$ cat src/prs_regs.svh
// prs_regs.svh: timing counts and reset values of the power-up and reset sequencer.
// assumes a 250 MHz core clock; included by the package, the sequencer and the monitor.
`ifndef PRS_REGS_SVH
`define PRS_REGS_SVH

`define PRS_CLK_PERIOD_PS 4000
// longest self-initialization time, in microseconds
`define PRS_POWERUP_WAIT_US 150
// longest time rounds down to whole cycles
`define PRS_POWERUP_WAIT_CYC ((`PRS_POWERUP_WAIT_US * 1000000) / `PRS_CLK_PERIOD_PS)
`define PRS_CNT_W 16
`define PRS_ROW_W 13
`define PRS_ROW_RESET 13'h0000
`define PRS_CFG0_RESET 16'h8F1F
`define PRS_CFG1_RESET 16'h0002
// the device-side refresh interval between row refreshes, in cycles
`define PRS_REFRESH_GAP_CYC 16'h0100

`endif

$ cat src/prs_pkg.sv
// prs_pkg.sv: types of the power-up and reset sequencer.
// assumes prs_regs.svh is on the include path.
package prs_pkg;
    `include "prs_regs.svh"

    // sequencer states, one-hot
    typedef enum logic [3:0] {
        PRS_ST_RESET = 4'h1,
        PRS_ST_INIT = 4'h2,
        PRS_ST_STANDBY = 4'h4,
        PRS_ST_SLEEP = 4'h8
    } prs_state_e;

    // low-power sleep kinds
    typedef enum logic [1:0] {
        PRS_SLP_NONE = 2'h0,
        PRS_SLP_RETENTION = 2'h1,
        PRS_SLP_DEEPEST = 2'h2
    } prs_sleep_e;

    typedef logic [`PRS_CNT_W-1:0] prs_cnt_t;
    typedef logic [`PRS_ROW_W-1:0] prs_row_t;

    typedef struct packed {
        prs_state_e state;
        prs_sleep_e sleep;
        logic [17:0] init_cnt;
        prs_cnt_t gap_cnt;
        prs_row_t row;
        logic refresh_on;
        logic refresh_pulse;
        logic array_valid;
        logic ready;
        logic [15:0] cfg0;
        logic [15:0] cfg1;
    } prs_state_s;
endpackage

$ cat src/prs_sequencer.sv
// prs_sequencer.sv: device-side power-up initialization and hardware-reset sequencing.
// assumes all inputs synchronous to core_clk_i; rst_n_i is the power-on reset of the core
// and hw_reset_n_i is the host's reset pin, already synchronous.
// the host is trusted to keep its reset pulse and select waits; only config writes are
// gated on select_n_i, so a host that breaks those waits is not caught in here.

// widths, counts and reset values come from the shared header
`include "prs_regs.svh"

module prs_sequencer (
    input wire logic core_clk_i,
    input wire logic rst_n_i,
    input wire logic hw_reset_n_i,
    input wire logic select_n_i,
    input wire logic sleep_req_i,
    input wire prs_pkg::prs_sleep_e sleep_kind_i,
    input wire logic cfg_we_i,
    input wire logic cfg_sel_i,
    input wire logic [15:0] cfg_wdata_i,
    output logic ready_o,
    output logic refresh_on_o,
    output logic refresh_pulse_o,
    output logic [`PRS_ROW_W-1:0] refresh_row_o,
    output logic array_valid_o,
    output prs_pkg::prs_sleep_e sleep_state_o,
    output logic [15:0] cfg0_o,
    output logic [15:0] cfg1_o
);
    import prs_pkg::*;

    // last cycle of the init count; rounding down keeps the wait inside the maximum
    localparam logic [17:0] INIT_LAST = 18'(`PRS_POWERUP_WAIT_CYC - 1);

    // helpers shared by the next-state logic; each keeps one decision in one place so the
    // refresh, init and request paths cannot drift apart when a count or width changes

    // true on the last cycle of a refresh gap, when the next row is due
    function automatic logic gap_wrap(input prs_cnt_t gap);
        return gap == (`PRS_REFRESH_GAP_CYC - 16'h0001);
    endfunction

    // gap counter one cycle further; it is cleared at the wrap, never left to overflow
    function automatic prs_cnt_t gap_step(input prs_cnt_t gap);
        return gap + prs_cnt_t'(1);
    endfunction

    // next refresh row; the counter wraps over the whole row space on purpose,
    // as self-refresh simply sweeps the array again
    function automatic prs_row_t row_step(input prs_row_t row);
        return row + prs_row_t'(1);
    endfunction

    // true once the self-initialization count has reached its last cycle
    function automatic logic init_done(input logic [17:0] cnt);
        return cnt == INIT_LAST;
    endfunction

    // init counter one cycle further; it stops at INIT_LAST, so 18 bits never overflow
    function automatic logic [17:0] init_step(input logic [17:0] cnt);
        return cnt + 18'h00001;
    endfunction

    // a host config write counts only with the strobe up and the device selected;
    // a strobe seen while deselected is host noise and is dropped without a sign
    function automatic logic cfg_write_ok(input logic we, input logic sel_n);
        return we && !sel_n;
    endfunction

    // only retention or deepest sleep is a real request; any other code is dropped
    // rather than parking the sequencer in a sleep state it cannot report
    function automatic logic sleep_real(input prs_sleep_e kind);
        return kind == PRS_SLP_RETENTION || kind == PRS_SLP_DEEPEST;
    endfunction

    // deepest sleep powers the array down, so its contents stop being valid
    function automatic logic sleep_drops_array(input prs_sleep_e kind);
        return kind == PRS_SLP_DEEPEST;
    endfunction

    // one packed image of all state; the registered copy drives every output
    prs_state_s state_reg;
    prs_state_s state_next;

    // sequencing in brief: RESET holds while the host reset pin is low, INIT counts the
    // self-initialization time from its release, STANDBY takes config writes and sleep
    // requests, SLEEP waits for the next hardware reset, its only way out. refresh runs
    // in every state once the pin is high, so INIT doubles as the array warm-up sweep.

    // next-state logic; hw reset takes priority over every other event
    always_comb begin
        state_next = state_reg;
        state_next.refresh_pulse = 1'b0;
        // pin low: everything goes back to its default at once
        if (!hw_reset_n_i) begin
            state_next.state = PRS_ST_RESET;
            state_next.cfg0 = `PRS_CFG0_RESET;
            state_next.cfg1 = `PRS_CFG1_RESET;
            state_next.refresh_on = 1'b0;
            state_next.array_valid = 1'b0;
            state_next.sleep = PRS_SLP_NONE;
            state_next.row = `PRS_ROW_RESET;
            state_next.gap_cnt = '0;
            state_next.init_cnt = '0;
            state_next.ready = 1'b0;
        end else begin
            // refresh runs in every state once reset is high
            state_next.refresh_on = 1'b1;
            // one row is refreshed at the end of every gap
            if (gap_wrap(state_reg.gap_cnt)) begin
                state_next.gap_cnt = '0;
                state_next.refresh_pulse = 1'b1;
                state_next.row = row_step(state_reg.row);
            end else begin
                state_next.gap_cnt = gap_step(state_reg.gap_cnt);
            end

            // sequencing proper
            case (state_reg.state)
                PRS_ST_RESET: begin
                    // init period starts only now that reset is high
                    state_next.state = PRS_ST_INIT;
                    state_next.init_cnt = '0;
                end
                PRS_ST_INIT: begin
                    // init is counted from reset release; no access until it ends
                    if (init_done(state_reg.init_cnt)) begin
                        state_next.state = PRS_ST_STANDBY;
                        state_next.ready = 1'b1;
                        state_next.array_valid = 1'b1;
                    end else begin
                        state_next.init_cnt = init_step(state_reg.init_cnt);
                    end
                end
                PRS_ST_STANDBY: begin
                    // config writes land only in standby, never while reset is low
                    if (cfg_write_ok(cfg_we_i, select_n_i)) begin
                        if (cfg_sel_i) begin
                            state_next.cfg1 = cfg_wdata_i;
                        end else begin
                            state_next.cfg0 = cfg_wdata_i;
                        end
                    end

                    // only a real sleep kind is honoured
                    if (sleep_req_i && sleep_real(sleep_kind_i)) begin
                        state_next.state = PRS_ST_SLEEP;
                        state_next.sleep = sleep_kind_i;
                        state_next.ready = 1'b0;
                        if (sleep_drops_array(sleep_kind_i)) begin
                            // deepest sleep drops the array
                            state_next.array_valid = 1'b0;
                        end
                    end
                end
                PRS_ST_SLEEP: begin
                    // only a hardware reset leaves sleep here; no access while asleep
                    state_next.state = PRS_ST_SLEEP;
                    state_next.ready = 1'b0;
                end
                default: begin
                    // a damaged state code must never leave ready up: restart from reset
                    // and run the full self-initialization again
                    state_next.state = PRS_ST_RESET;
                    state_next.sleep = PRS_SLP_NONE;
                    state_next.init_cnt = '0;
                    state_next.ready = 1'b0;
                    state_next.array_valid = 1'b0;
                end
            endcase
        end
    end

    // state register; a core reset looks like a held hardware reset, so both resets
    // leave the same image and the core can never start in a half-set state
    always_ff @(posedge core_clk_i or negedge rst_n_i) begin
        if (!rst_n_i) begin
            state_reg.state <= PRS_ST_RESET;
            state_reg.sleep <= PRS_SLP_NONE;
            state_reg.init_cnt <= '0;
            state_reg.gap_cnt <= '0;
            state_reg.row <= `PRS_ROW_RESET;
            state_reg.refresh_on <= 1'b0;
            state_reg.refresh_pulse <= 1'b0;
            state_reg.array_valid <= 1'b0;
            state_reg.ready <= 1'b0;
            state_reg.cfg0 <= `PRS_CFG0_RESET;
            state_reg.cfg1 <= `PRS_CFG1_RESET;
        end else begin
            state_reg <= state_next;
        end
    end

    // outputs straight from the state flops, so the host sees no combinational glitch
    assign ready_o = state_reg.ready;

    // refresh status
    assign refresh_on_o = state_reg.refresh_on;
    assign refresh_pulse_o = state_reg.refresh_pulse;
    assign refresh_row_o = state_reg.row;

    // array and sleep status
    assign array_valid_o = state_reg.array_valid;
    assign sleep_state_o = state_reg.sleep;

    // configuration registers
    assign cfg0_o = state_reg.cfg0;
    assign cfg1_o = state_reg.cfg1;
endmodule

$ cat config.mk
export PLATFORM = sky130hd
export DESIGN_NAME = prs_sequencer
export DESIGN_NICKNAME = d
export VERILOG_FILES = /design/src/prs_pkg.sv /design/src/prs_sequencer.sv
export VERILOG_INCLUDE_DIRS = /design/src /design/src/src
export SDC_FILE = /design/constraint.sdc
export NUM_CORES = 1
export LEC_CHECK = 0
export ABC_AREA = 1
export BUFFER_PORTS_ARGS = -buffer_cell sky130_fd_sc_hd__buf_2
export CORE_ASPECT_RATIO = 0.75
export CORE_MARGIN = 2
export CORE_UTILIZATION = 31
export CTS_BUF_LIST = sky130_fd_sc_hd__clkbuf_4 sky130_fd_sc_hd__clkbuf_8
export DETAILED_ROUTE_END_ITERATION = 16
export GPL_ROUTABILITY_DRIVEN = 0
export MAX_ROUTING_LAYER = met4
export SLEW_MARGIN = 20
export SYNTH_ARGS = -nofsm -noshare
export SYNTH_HDL_FRONTEND = slang
export SYNTH_SLANG_ARGS = --single-unit
$ cat constraint.sdc
create_clock -name core_clk_i -period 1.7 [get_ports core_clk_i]
set_input_delay 0.34 -clock core_clk_i [delete_from_list [all_inputs] [get_ports core_clk_i]]
set_output_delay 0.34 -clock core_clk_i [all_outputs]
set_load 0.05 [all_outputs]
Word level (Yosys, flattened, before mapping)
Index checks and enable logic that the tools add are counted.
W data, S select, Z words.
{ "totals": {"regBits": 89, "in_bits": 25} }
{ "op_classes": {"muxes": 21, "addsub": 3, "n_eq_ne": 21, "reduce_logical": 14} }
{ "op_table": {"columns": ["op", "count"], "rows": [
  ["$mux W32", 2],
  ["$mux W54", 1],
  ["$mux W16", 3],
  ["$pmux W18 S2", 1],
  ["$mux W34", 1],
  ["$add A18 B1 Y18 const B", 1],
  ["$eq A18 B16 Y1 const B", 1],
  ["$mux W18", 1],
  ["$add A16 B1 Y16 const B", 1],
  ["$eq A16 B8 Y1 const B", 1],
  ["$pmux W4 S4", 1],
  ["$add A13 B1 Y13 const B", 1],
  ["$mux W13", 1],
  ["$ne A3 B3 Y1 const B", 4],
  ["$ne A2 B2 Y1 const B", 5],
  ["$reduce_and A3 Y1", 3],
  ["$ne A2 B1 Y1 const B", 4],
  ["$mux W6", 1],
  ["$pmux W1 S3", 2],
  ["$reduce_and A2 Y1", 3],
  ["$eq A4 B1 Y1 const B", 1],
  ["$eq A4 B2 Y1 const B", 1],
  ["$eq A4 B3 Y1 const B", 1],
  ["$eq A4 B4 Y1 const B", 1],
  ["12 further kinds", 17]
]} }

Depth between registers and ports, before layout
Gate-level depths: netlist (run 1).
{ "logic_depth": {"ltp_word": 6, "ltp_mapped": 12, "ltp_nobuf": 11} }

Worst setup path after synthesis (run 1)
Ideal clock, no wire load.
{ "synth_timing": {"path_kind": "register to register", "startpoint": "register state_reg[65] in the netlist's numbering", "endpoint": "register state_reg[71] in the netlist's numbering", "required_ns": 1.574, "path_slack_ns": 0.174, "t_arrival_ns": 1.399, "n_path_buf": 1, "synth_period_minus_slack_ns": 1.526, "stages_incl_launch_ff": 8, "path_cell_list": "dfrtp_1 ha_1 nand3_1 nor2_1 nand4_2 nand2_4 buf_6 o21ai_0"} }
{ "synth_between": {"elab_chain_cells": 4, "elab_cells_between_ends": 7} }
{ "synth_rtl": {"columns": ["element", "line", "rtl"], "rows": [
  ["start, declared", "prs_sequencer.sv:81", "prs_state_s state_reg;"],
  ["start signal, assigned", "prs_sequencer.sv:189", "state_reg <= state_next;"],
  ["$add A18 B1 Y18", "prs_sequencer.sv:60", "return cnt + 18'h00001;"],
  ["$mux W18", "prs_sequencer.sv:126", "if (init_done(state_reg.init_cnt)) begin"],
  ["$pmux W18 S2", "prs_sequencer.sv:118", "case (state_reg.state)"],
  ["$mux W54", "prs_sequencer.sv:94", "if (!hw_reset_n_i) begin"]
]} }
Parallel ways exist; a longest one is shown, timed or not. The select of a mux whose other input is x is not followed.
A chain may end at the register's enable or synchronous reset.

Worst setup path in the final report (run 1)
{ "layout_timing": {"startpoint": "register state_reg[88] in the netlist's numbering", "endpoint": "register state_reg[74] in the netlist's numbering"} }
{ "layout_between": {"elab_chain_cells": 4, "elab_cells_between_ends": 9} }
{ "layout_rtl": {"columns": ["element", "line"], "rows": [
  ["$eq A4 B3 Y1 or $eq A4 B4 Y1 (tied branches)", "prs_sequencer.sv:118"],
  ["$reduce_or A2 Y1 (no line)", null],
  ["$pmux W18 S2 or $ne A2 B2 Y1 (tied branches)", null],
  ["$mux W54 or $reduce_and A2 Y1 (tied branches)", null]
]} }
Parallel ways exist; a longest one is shown, timed or not.

==> flow_summary.json, run 1 <==
{
  "async_flop_share_pct": 100.0,
  "synthCells": 637,
  "p_sw_share_pct": 29.62,
  "critPathMaxFanout": 7,
  "seq_power_share_pct": 51.0,
  "hold_slack_ns": 0.1840,
  "comb_power_share_pct": 14.4,
  "ys_seq_area_share_pct": 45.38,
  "die_h_um": 113.3,
  "largest_register_ffs": 38,
  "cts.htree.levels": 3,
  "placed_area_mm2": 0.005339,
  "synth_area_leaders": "dfrtp_1, nand2_1, buf_4",
  "drv_cap": 0,
  "via_per_inst": 4.480,
  "fin_area_mm2": 0.005697,
  "fill_cells": 1652,
  "grt_pass1_wl_mm": 18.68,
  "worstSetupPathType": "reg2reg",
  "grt_usage_pct": 14.01,
  "p_int_mw": 3.130,
  "postRouteAntennaNets": 0,
  "cts_made_buffers": 9,
  "p_sw_mw": 1.317,
  "grt_start_max_net_pins": 56,
  "multiInputGateArea_mm2": 0.002141,
  "finalSetupViolations": 0,
  "p_leak_nw": 2.718,
  "startpoint_type": "register",
  "grt_pass1_vias": 3730,
  "first_pass_iters": 5,
  "antenna_found_initial": 0,
  "wl_per_cell_um": 12.69,
  "io_buffers": 75,
  "end_kind": "register",
  "synth_top_area_cell": "dfrtp_1",
  "synth_top_area_share_pct": 39.00,
  "powerDensity_mw_per_mm2": 780.6,
  "required_ns": 1.97,
  "fin_crit_ns": 1.585,
  "synth-edff-count": 0,
  "ir_drop_mv": 0.3358,
  "period_share_pct": 93.25,
  "r2r_setup_slack_ns": 0.11,
  "drive_gt1_share_pct": 24.68,
  "ys_top_cells_by_count": "nand2_1, dfrtp_1, nor2_1",
  "crit_arrival_ns": 1.86,
  "fp.dieW_um": 149.8,
  "post-place-ws_ns": 0.06954,
  "max_freq_mhz": 630.8,
  "finalWorstSetupSlack_ns": 0.1148,
  "startpoint": "state_reg[88]$_DFFE_PN0P_",
  "max_slew_margin_pct": 70.29,
  "synth.most_common_cell": "nand2_1",
  "syn_to_final_growth_pct": 15.29,
  "ys_types": 36,
  "ys.flop_type": "dfrtp_1",
  "ff2ff_path_depth": 7,
  "dr.first_iter.drc_count": 224,
  "status": "finished clean",
  "diodes": 0,
  "timing.rr.start": "state_reg[88]$_DFFE_PN0P_",
  "via_count": 4023,
  "clock_sinks": 89,
  "drt-total-wl_mm": 11.40,
  "cts_buffer_depth": 2,
  "core_mm2": 0.01542,
  "clock_skew_ns": 0.01764,
  "avgSynthCellArea_um2": 7.757,
  "maxSlewViolCount": 0,
  "route.detailed.drc": 0,
  "ctsRootBufferMaster": "clkbuf_8",
  "yosys_warnings": 0,
  "finalNetCount": 717,
  "rows": 39,
  "utilization_pct": 36.94,
  "cts_tree": "built",
  "grt_setup_unrepaired": "yes",
  "rr_endpoint": "state_reg[74]$_DFFE_PN0P_",
  "clk_latency_ns": 0.37,
  "synth.ff_latch_count": 89,
  "die-area_mm2": 0.01698,
  "overflow": 0,
  "crit_path_end": "state_reg[74]$_DFFE_PN0P_",
  "worstMarginPinSlew_ns": 0.4422,
  "synth_fp_nets": 666,
  "min_path_type": "in2reg",
  "netlist_area_mm2": 0.004941,
  "hpwl_mm": 8.198,
  "start_util_pct": 32.04,
  "ios": 76,
  "register_area_mm2": 0.002245,
  "clkPwrFrac_pct": 34.6,
  "clk_pin_slew_ns": 0.10,
  "hold_viol_final": 0
}
## worst min path at each step
stage	start	to	slack, ns	depth (start not counted)
6_report	cfg_wdata_i[15]	cfg1_o[15]$_DFFE_PN0P_	0.18	3
5_1_grt	cfg_wdata_i[15]	cfg1_o[15]$_DFFE_PN0P_	0.18	3
4_1_cts	cfg_wdata_i[15]	cfg1_o[15]$_DFFE_PN0P_	0.16	3
3_5_place_dp	rst_n_i	state_reg[65]$_DFFE_PN0P_	0.19	1
3_3_place_gp	rst_n_i	state_reg[65]$_DFFE_PN0P_	0.19	1
2_1_floorplan	rst_n_i	array_valid_o$_DFFE_PN0P_	0.04	0
## layout by cell type, fill, tap and decap left out, types with 4 or more instances in the layout
cell,n
nor3_1,14
clkbuf_8,10
buf_4,26
nand2_1,184
nor2_4,4
nand2_2,6
dfstp_2,12
dfrtp_1,75
nor2_1,71
nand3_1,34
o21ai_0,30
o21ai_2,4
inv_1,48
xor2_1,16
o21ai_1,19
nand4_1,19
buf_2,74
## stage by stage
step | power [mW] | TNS [ns] | cells
floorplan | 2.771 | 0 | 637
global placement | 2.939 | 0 | 876
detailed placement | 2.941 | 0 | 876
CTS | 4.511 | 0 | 893
global route | 4.667 | -0.04318 | 898
finish | 4.447 | 0 | 898
## critical path: stages (launching register included)
cell     delay, ns
dfrtp_1       0.42
nor2_1        0.18
nand2_2       0.16
nor2_4        0.15
nand4_4       0.23
nand2_4       0.21
nand2_1       0.06
o21ai_0       0.08
## what timing repair did
action / 4_1_cts / 5_1_grt
hold buffers: 1 / 0
endpoints found under the setup margin: 0 / 33
buffers inserted: 0 / 3
endpoints found under the hold margin: 9 / 0
resized for setup: 0 / 21
## power by group through the flow
stage	sequential [mW]	combinational [mW]	clock, mW
after detailed placement	2.31	0.635	0
after global routing	2.28	0.709	1.68
after global placement	2.30	0.634	0
final	2.27	0.639	1.54
after CTS	2.27	0.639	1.61
after floorplan	2.30	0.469	0
## logic make-up (layout without fill, tap and decap cells)
group,Yosys count,in the layout,synth area share [%]
xor+xnor,18,18,3.191
compound gates,60,60,6.584
fa+ha+maj,4,4,1.013
simple gates,347,349,30.36
flops,89,89,45.38
buf+inv,119,173,13.47
## routing by layer
metal	vias to the layer above	wire length, µm	track usage (%)
met5	-	0	-
met1	1823	6085	21.19
met4	0	93	2.830
met3	11	650	3.468
met2	95	4567	18.75
li1	2094	-	-
## final cells by class
type | count | share of cell area (%)
clock buffer | 10 | 2.416
multi-input combinational | 431 | 37.58
sequential | 89 | 39.40
clock inverter | 6 | 1.296
tap | 205 | 4.503
timing repair buffer | 104 | 11.16
inverter | 53 | 3.646
(Power assumes the default switching activity.)
==> run 2: changes to the inputs <==
PLACE_DENSITY = 0.5   (was unset)
==> flow_summary.json, run 2 (synthesis gave the netlist of run 1 again) <==
{
  "ir_drop_mv": 0.3272,
  "post-place-ws_ns": 0.06461,
  "min_path_type": "in2reg",
  "clock_skew_ns": 0.01612,
  "cts.htree.levels": 3,
  "finalWorstSetupSlack_ns": 0.05431,
  "worstSetupPathType": "reg2reg",
  "cts_tree": "built",
  "ctsRootBufferMaster": "clkbuf_8",
  "end_kind": "register",
  "period_share_pct": 96.81,
  "grt_setup_unrepaired": "yes",
  "grt_start_max_net_pins": 36,
  "via_count": 4174,
  "grt_pass1_wl_mm": 20.11,
  "seq_power_share_pct": 50.8,
  "clk_pin_slew_ns": 0.10,
  "p_sw_mw": 1.364,
  "drt-total-wl_mm": 12.18,
  "diodes": 0,
  "syn_to_final_growth_pct": 15.02,
  "p_sw_share_pct": 30.49,
  "clkPwrFrac_pct": 34.7,
  "finalSetupViolations": 0,
  "ios": 76,
  "drv_cap": 0,
  "crit_slowest_cell": "dfrtp_1",
  "die-area_mm2": 0.01698,
  "hold_viol_final": 0,
  "antenna_found_initial": 0,
  "required_ns": 2.00,
  "powerDensity_mw_per_mm2": 786.9,
  "io_buffers": 75,
  "path_cells": "ha_1 > nand3_1 > nor3_1 > nand3_1 > nand2_1 > nand3_1 > o21ai_0",
  "p_int_mw": 3.108,
  "via_per_inst": 4.648,
  "crit_top_cell": "nand3_1",
  "startpoint_type": "register",
  "rows": 39,
  "die_h_um": 113.3,
  "wl_per_cell_um": 13.56,
  "postRouteAntennaNets": 0,
  "final_cell_mix": "nand2_1, dfrtp_1, buf_2",
  "grt_usage_pct": 15.36,
  "route.detailed.drc": 0,
  "drive_gt1_share_pct": 23.95,
  "cts_made_buffers": 9,
  "overflow": 0,
  "largest_register_ffs": 38,
  "utilization_pct": 36.85,
  "start_util_pct": 32.04,
  "max_freq_mhz": 607.6,
  "final_common_cell": "nand2_1",
  "cts_buffer_depth": 2,
  "dr.first_iter.drc_count": 270,
  "comb_power_share_pct": 14.5,
  "core_mm2": 0.01542,
  "clk_latency_ns": 0.39,
  "clock_sinks": 89,
  "first_pass_iters": 5,
  "max_slew_margin_pct": 71.32,
  "fp.dieW_um": 149.8,
  "cp_slowest_stage_delay_ns": 0.41,
  "fin_crit_ns": 1.646,
  "crit_arrival_ns": 1.95,
  "hpwl_mm": 8.796,
  "maxSlewViolCount": 0,
  "critPathMaxFanout": 4,
  "p_leak_nw": 2.761,
  "worstMarginPinSlew_ns": 0.4269,
  "finalNetCount": 717,
  "hold_slack_ns": 0.1652,
  "grt_pass1_vias": 3958,
  "status": "finished clean"
}
## run 2: changes by cell type in the layout (fill, tap and decap cells not counted), moves of 2 or more
| cell | change |
|---|---|
| nor3_1 | +2 |
| clkbuf_4 | +2 |
| buf_4 | -2 |
| nand2_4 | +2 |
| nor3_2 | -2 |
| inv_1 | +2 |
| nand2_2 | -2 |
| clkinvlp_4 | -2 |
| o21ai_0 | -2 |
## run 2: cell type report
| cell class | instances | area, µm² |
|---|---|---|
| flip-flops and latches | 89 | 2243 |
| inverters | 53 | 211.5 |
| clock buffers | 10 | 131.4 |
| clock inverters | 6 | 75.07 |
| fillers | 1680 | 9737 |
| repair buffers | 105 | 659.4 |
| multi-input cells | 430 | 2106 |
| well taps | 205 | 256.5 |
## run 2: timing repair
item                                    CTS  global route
endpoints found under the setup margin    0            44
resized for setup                         0            22
endpoints found under the hold margin    21             0
hold buffers                              1             0
buffers inserted                          0             7
## run 2: metal layers
metal | vias up | share of wire (%) | GRT usage, %
met2 | 94 | 44 | 22.11
li1 | 2087 | - | -
met1 | 1979 | 50 | 21.51
met3 | 14 | 4.6 | 3.387
met4 | 0 | 1.1 | 4.843
met5 | - | 0 | -
## run 2: worst max-delay path: cells and delay by family, from the launching register on
kind | cells | cell delay, ns
adders and majority gates | 1 | 0.20
AOI/OAI and AO/OA | 1 | 0.16
DFF | 1 | 0.41
and+or+nand+nor | 5 | 0.81
## run 2: path summary, 6_finish.rpt
check	slack (ns)	start	end	depth (start not counted)
min in group asynchronous	0.42	rst_n_i	state_reg[82]$_DFFE_PN0P_	2
max in group asynchronous	0.71	rst_n_i	cfg0_o[8]$_DFFE_PN1P_	3
worst min register to register	0.47	cfg0_o[9]$_DFFE_PN1P_	cfg0_o[9]$_DFFE_PN1P_	2
worst min-delay path	0.17	cfg_wdata_i[8]	cfg1_o[8]$_DFFE_PN0P_	3
worst max-delay path	0.05	state_reg[66]$_DFFE_PN0P_	state_reg[81]$_DFFE_PN0P_	7
worst max register to register	0.05	state_reg[66]$_DFFE_PN0P_	state_reg[81]$_DFFE_PN0P_	7
## run 2: per-stage QoR
stage / cells / setup TNS, ns / total power, mW / cell area [µm²]
after detailed placement: 872 / 0 / 2.950 / 5321
after global routing: 898 / -0.09978 / 4.707 / 5683
after global placement: 872 / 0 / 2.939 / 5321
after CTS: 889 / 0 / 4.537 / 5538
after floorplan: 637 / 0 / 2.771 / 4941
final: 898 / 0 / 4.472 / 5683
## run 2: power by group through the flow
stage / Clock [mW] / Combinational [mW] / Sequential, mW
after floorplan: 0 / 0.469 / 2.30
after global placement: 0 / 0.634 / 2.30
after detailed placement: 0 / 0.639 / 2.31
after CTS: 1.62 / 0.642 / 2.27
after global routing: 1.71 / 0.715 / 2.28
final: 1.55 / 0.647 / 2.27
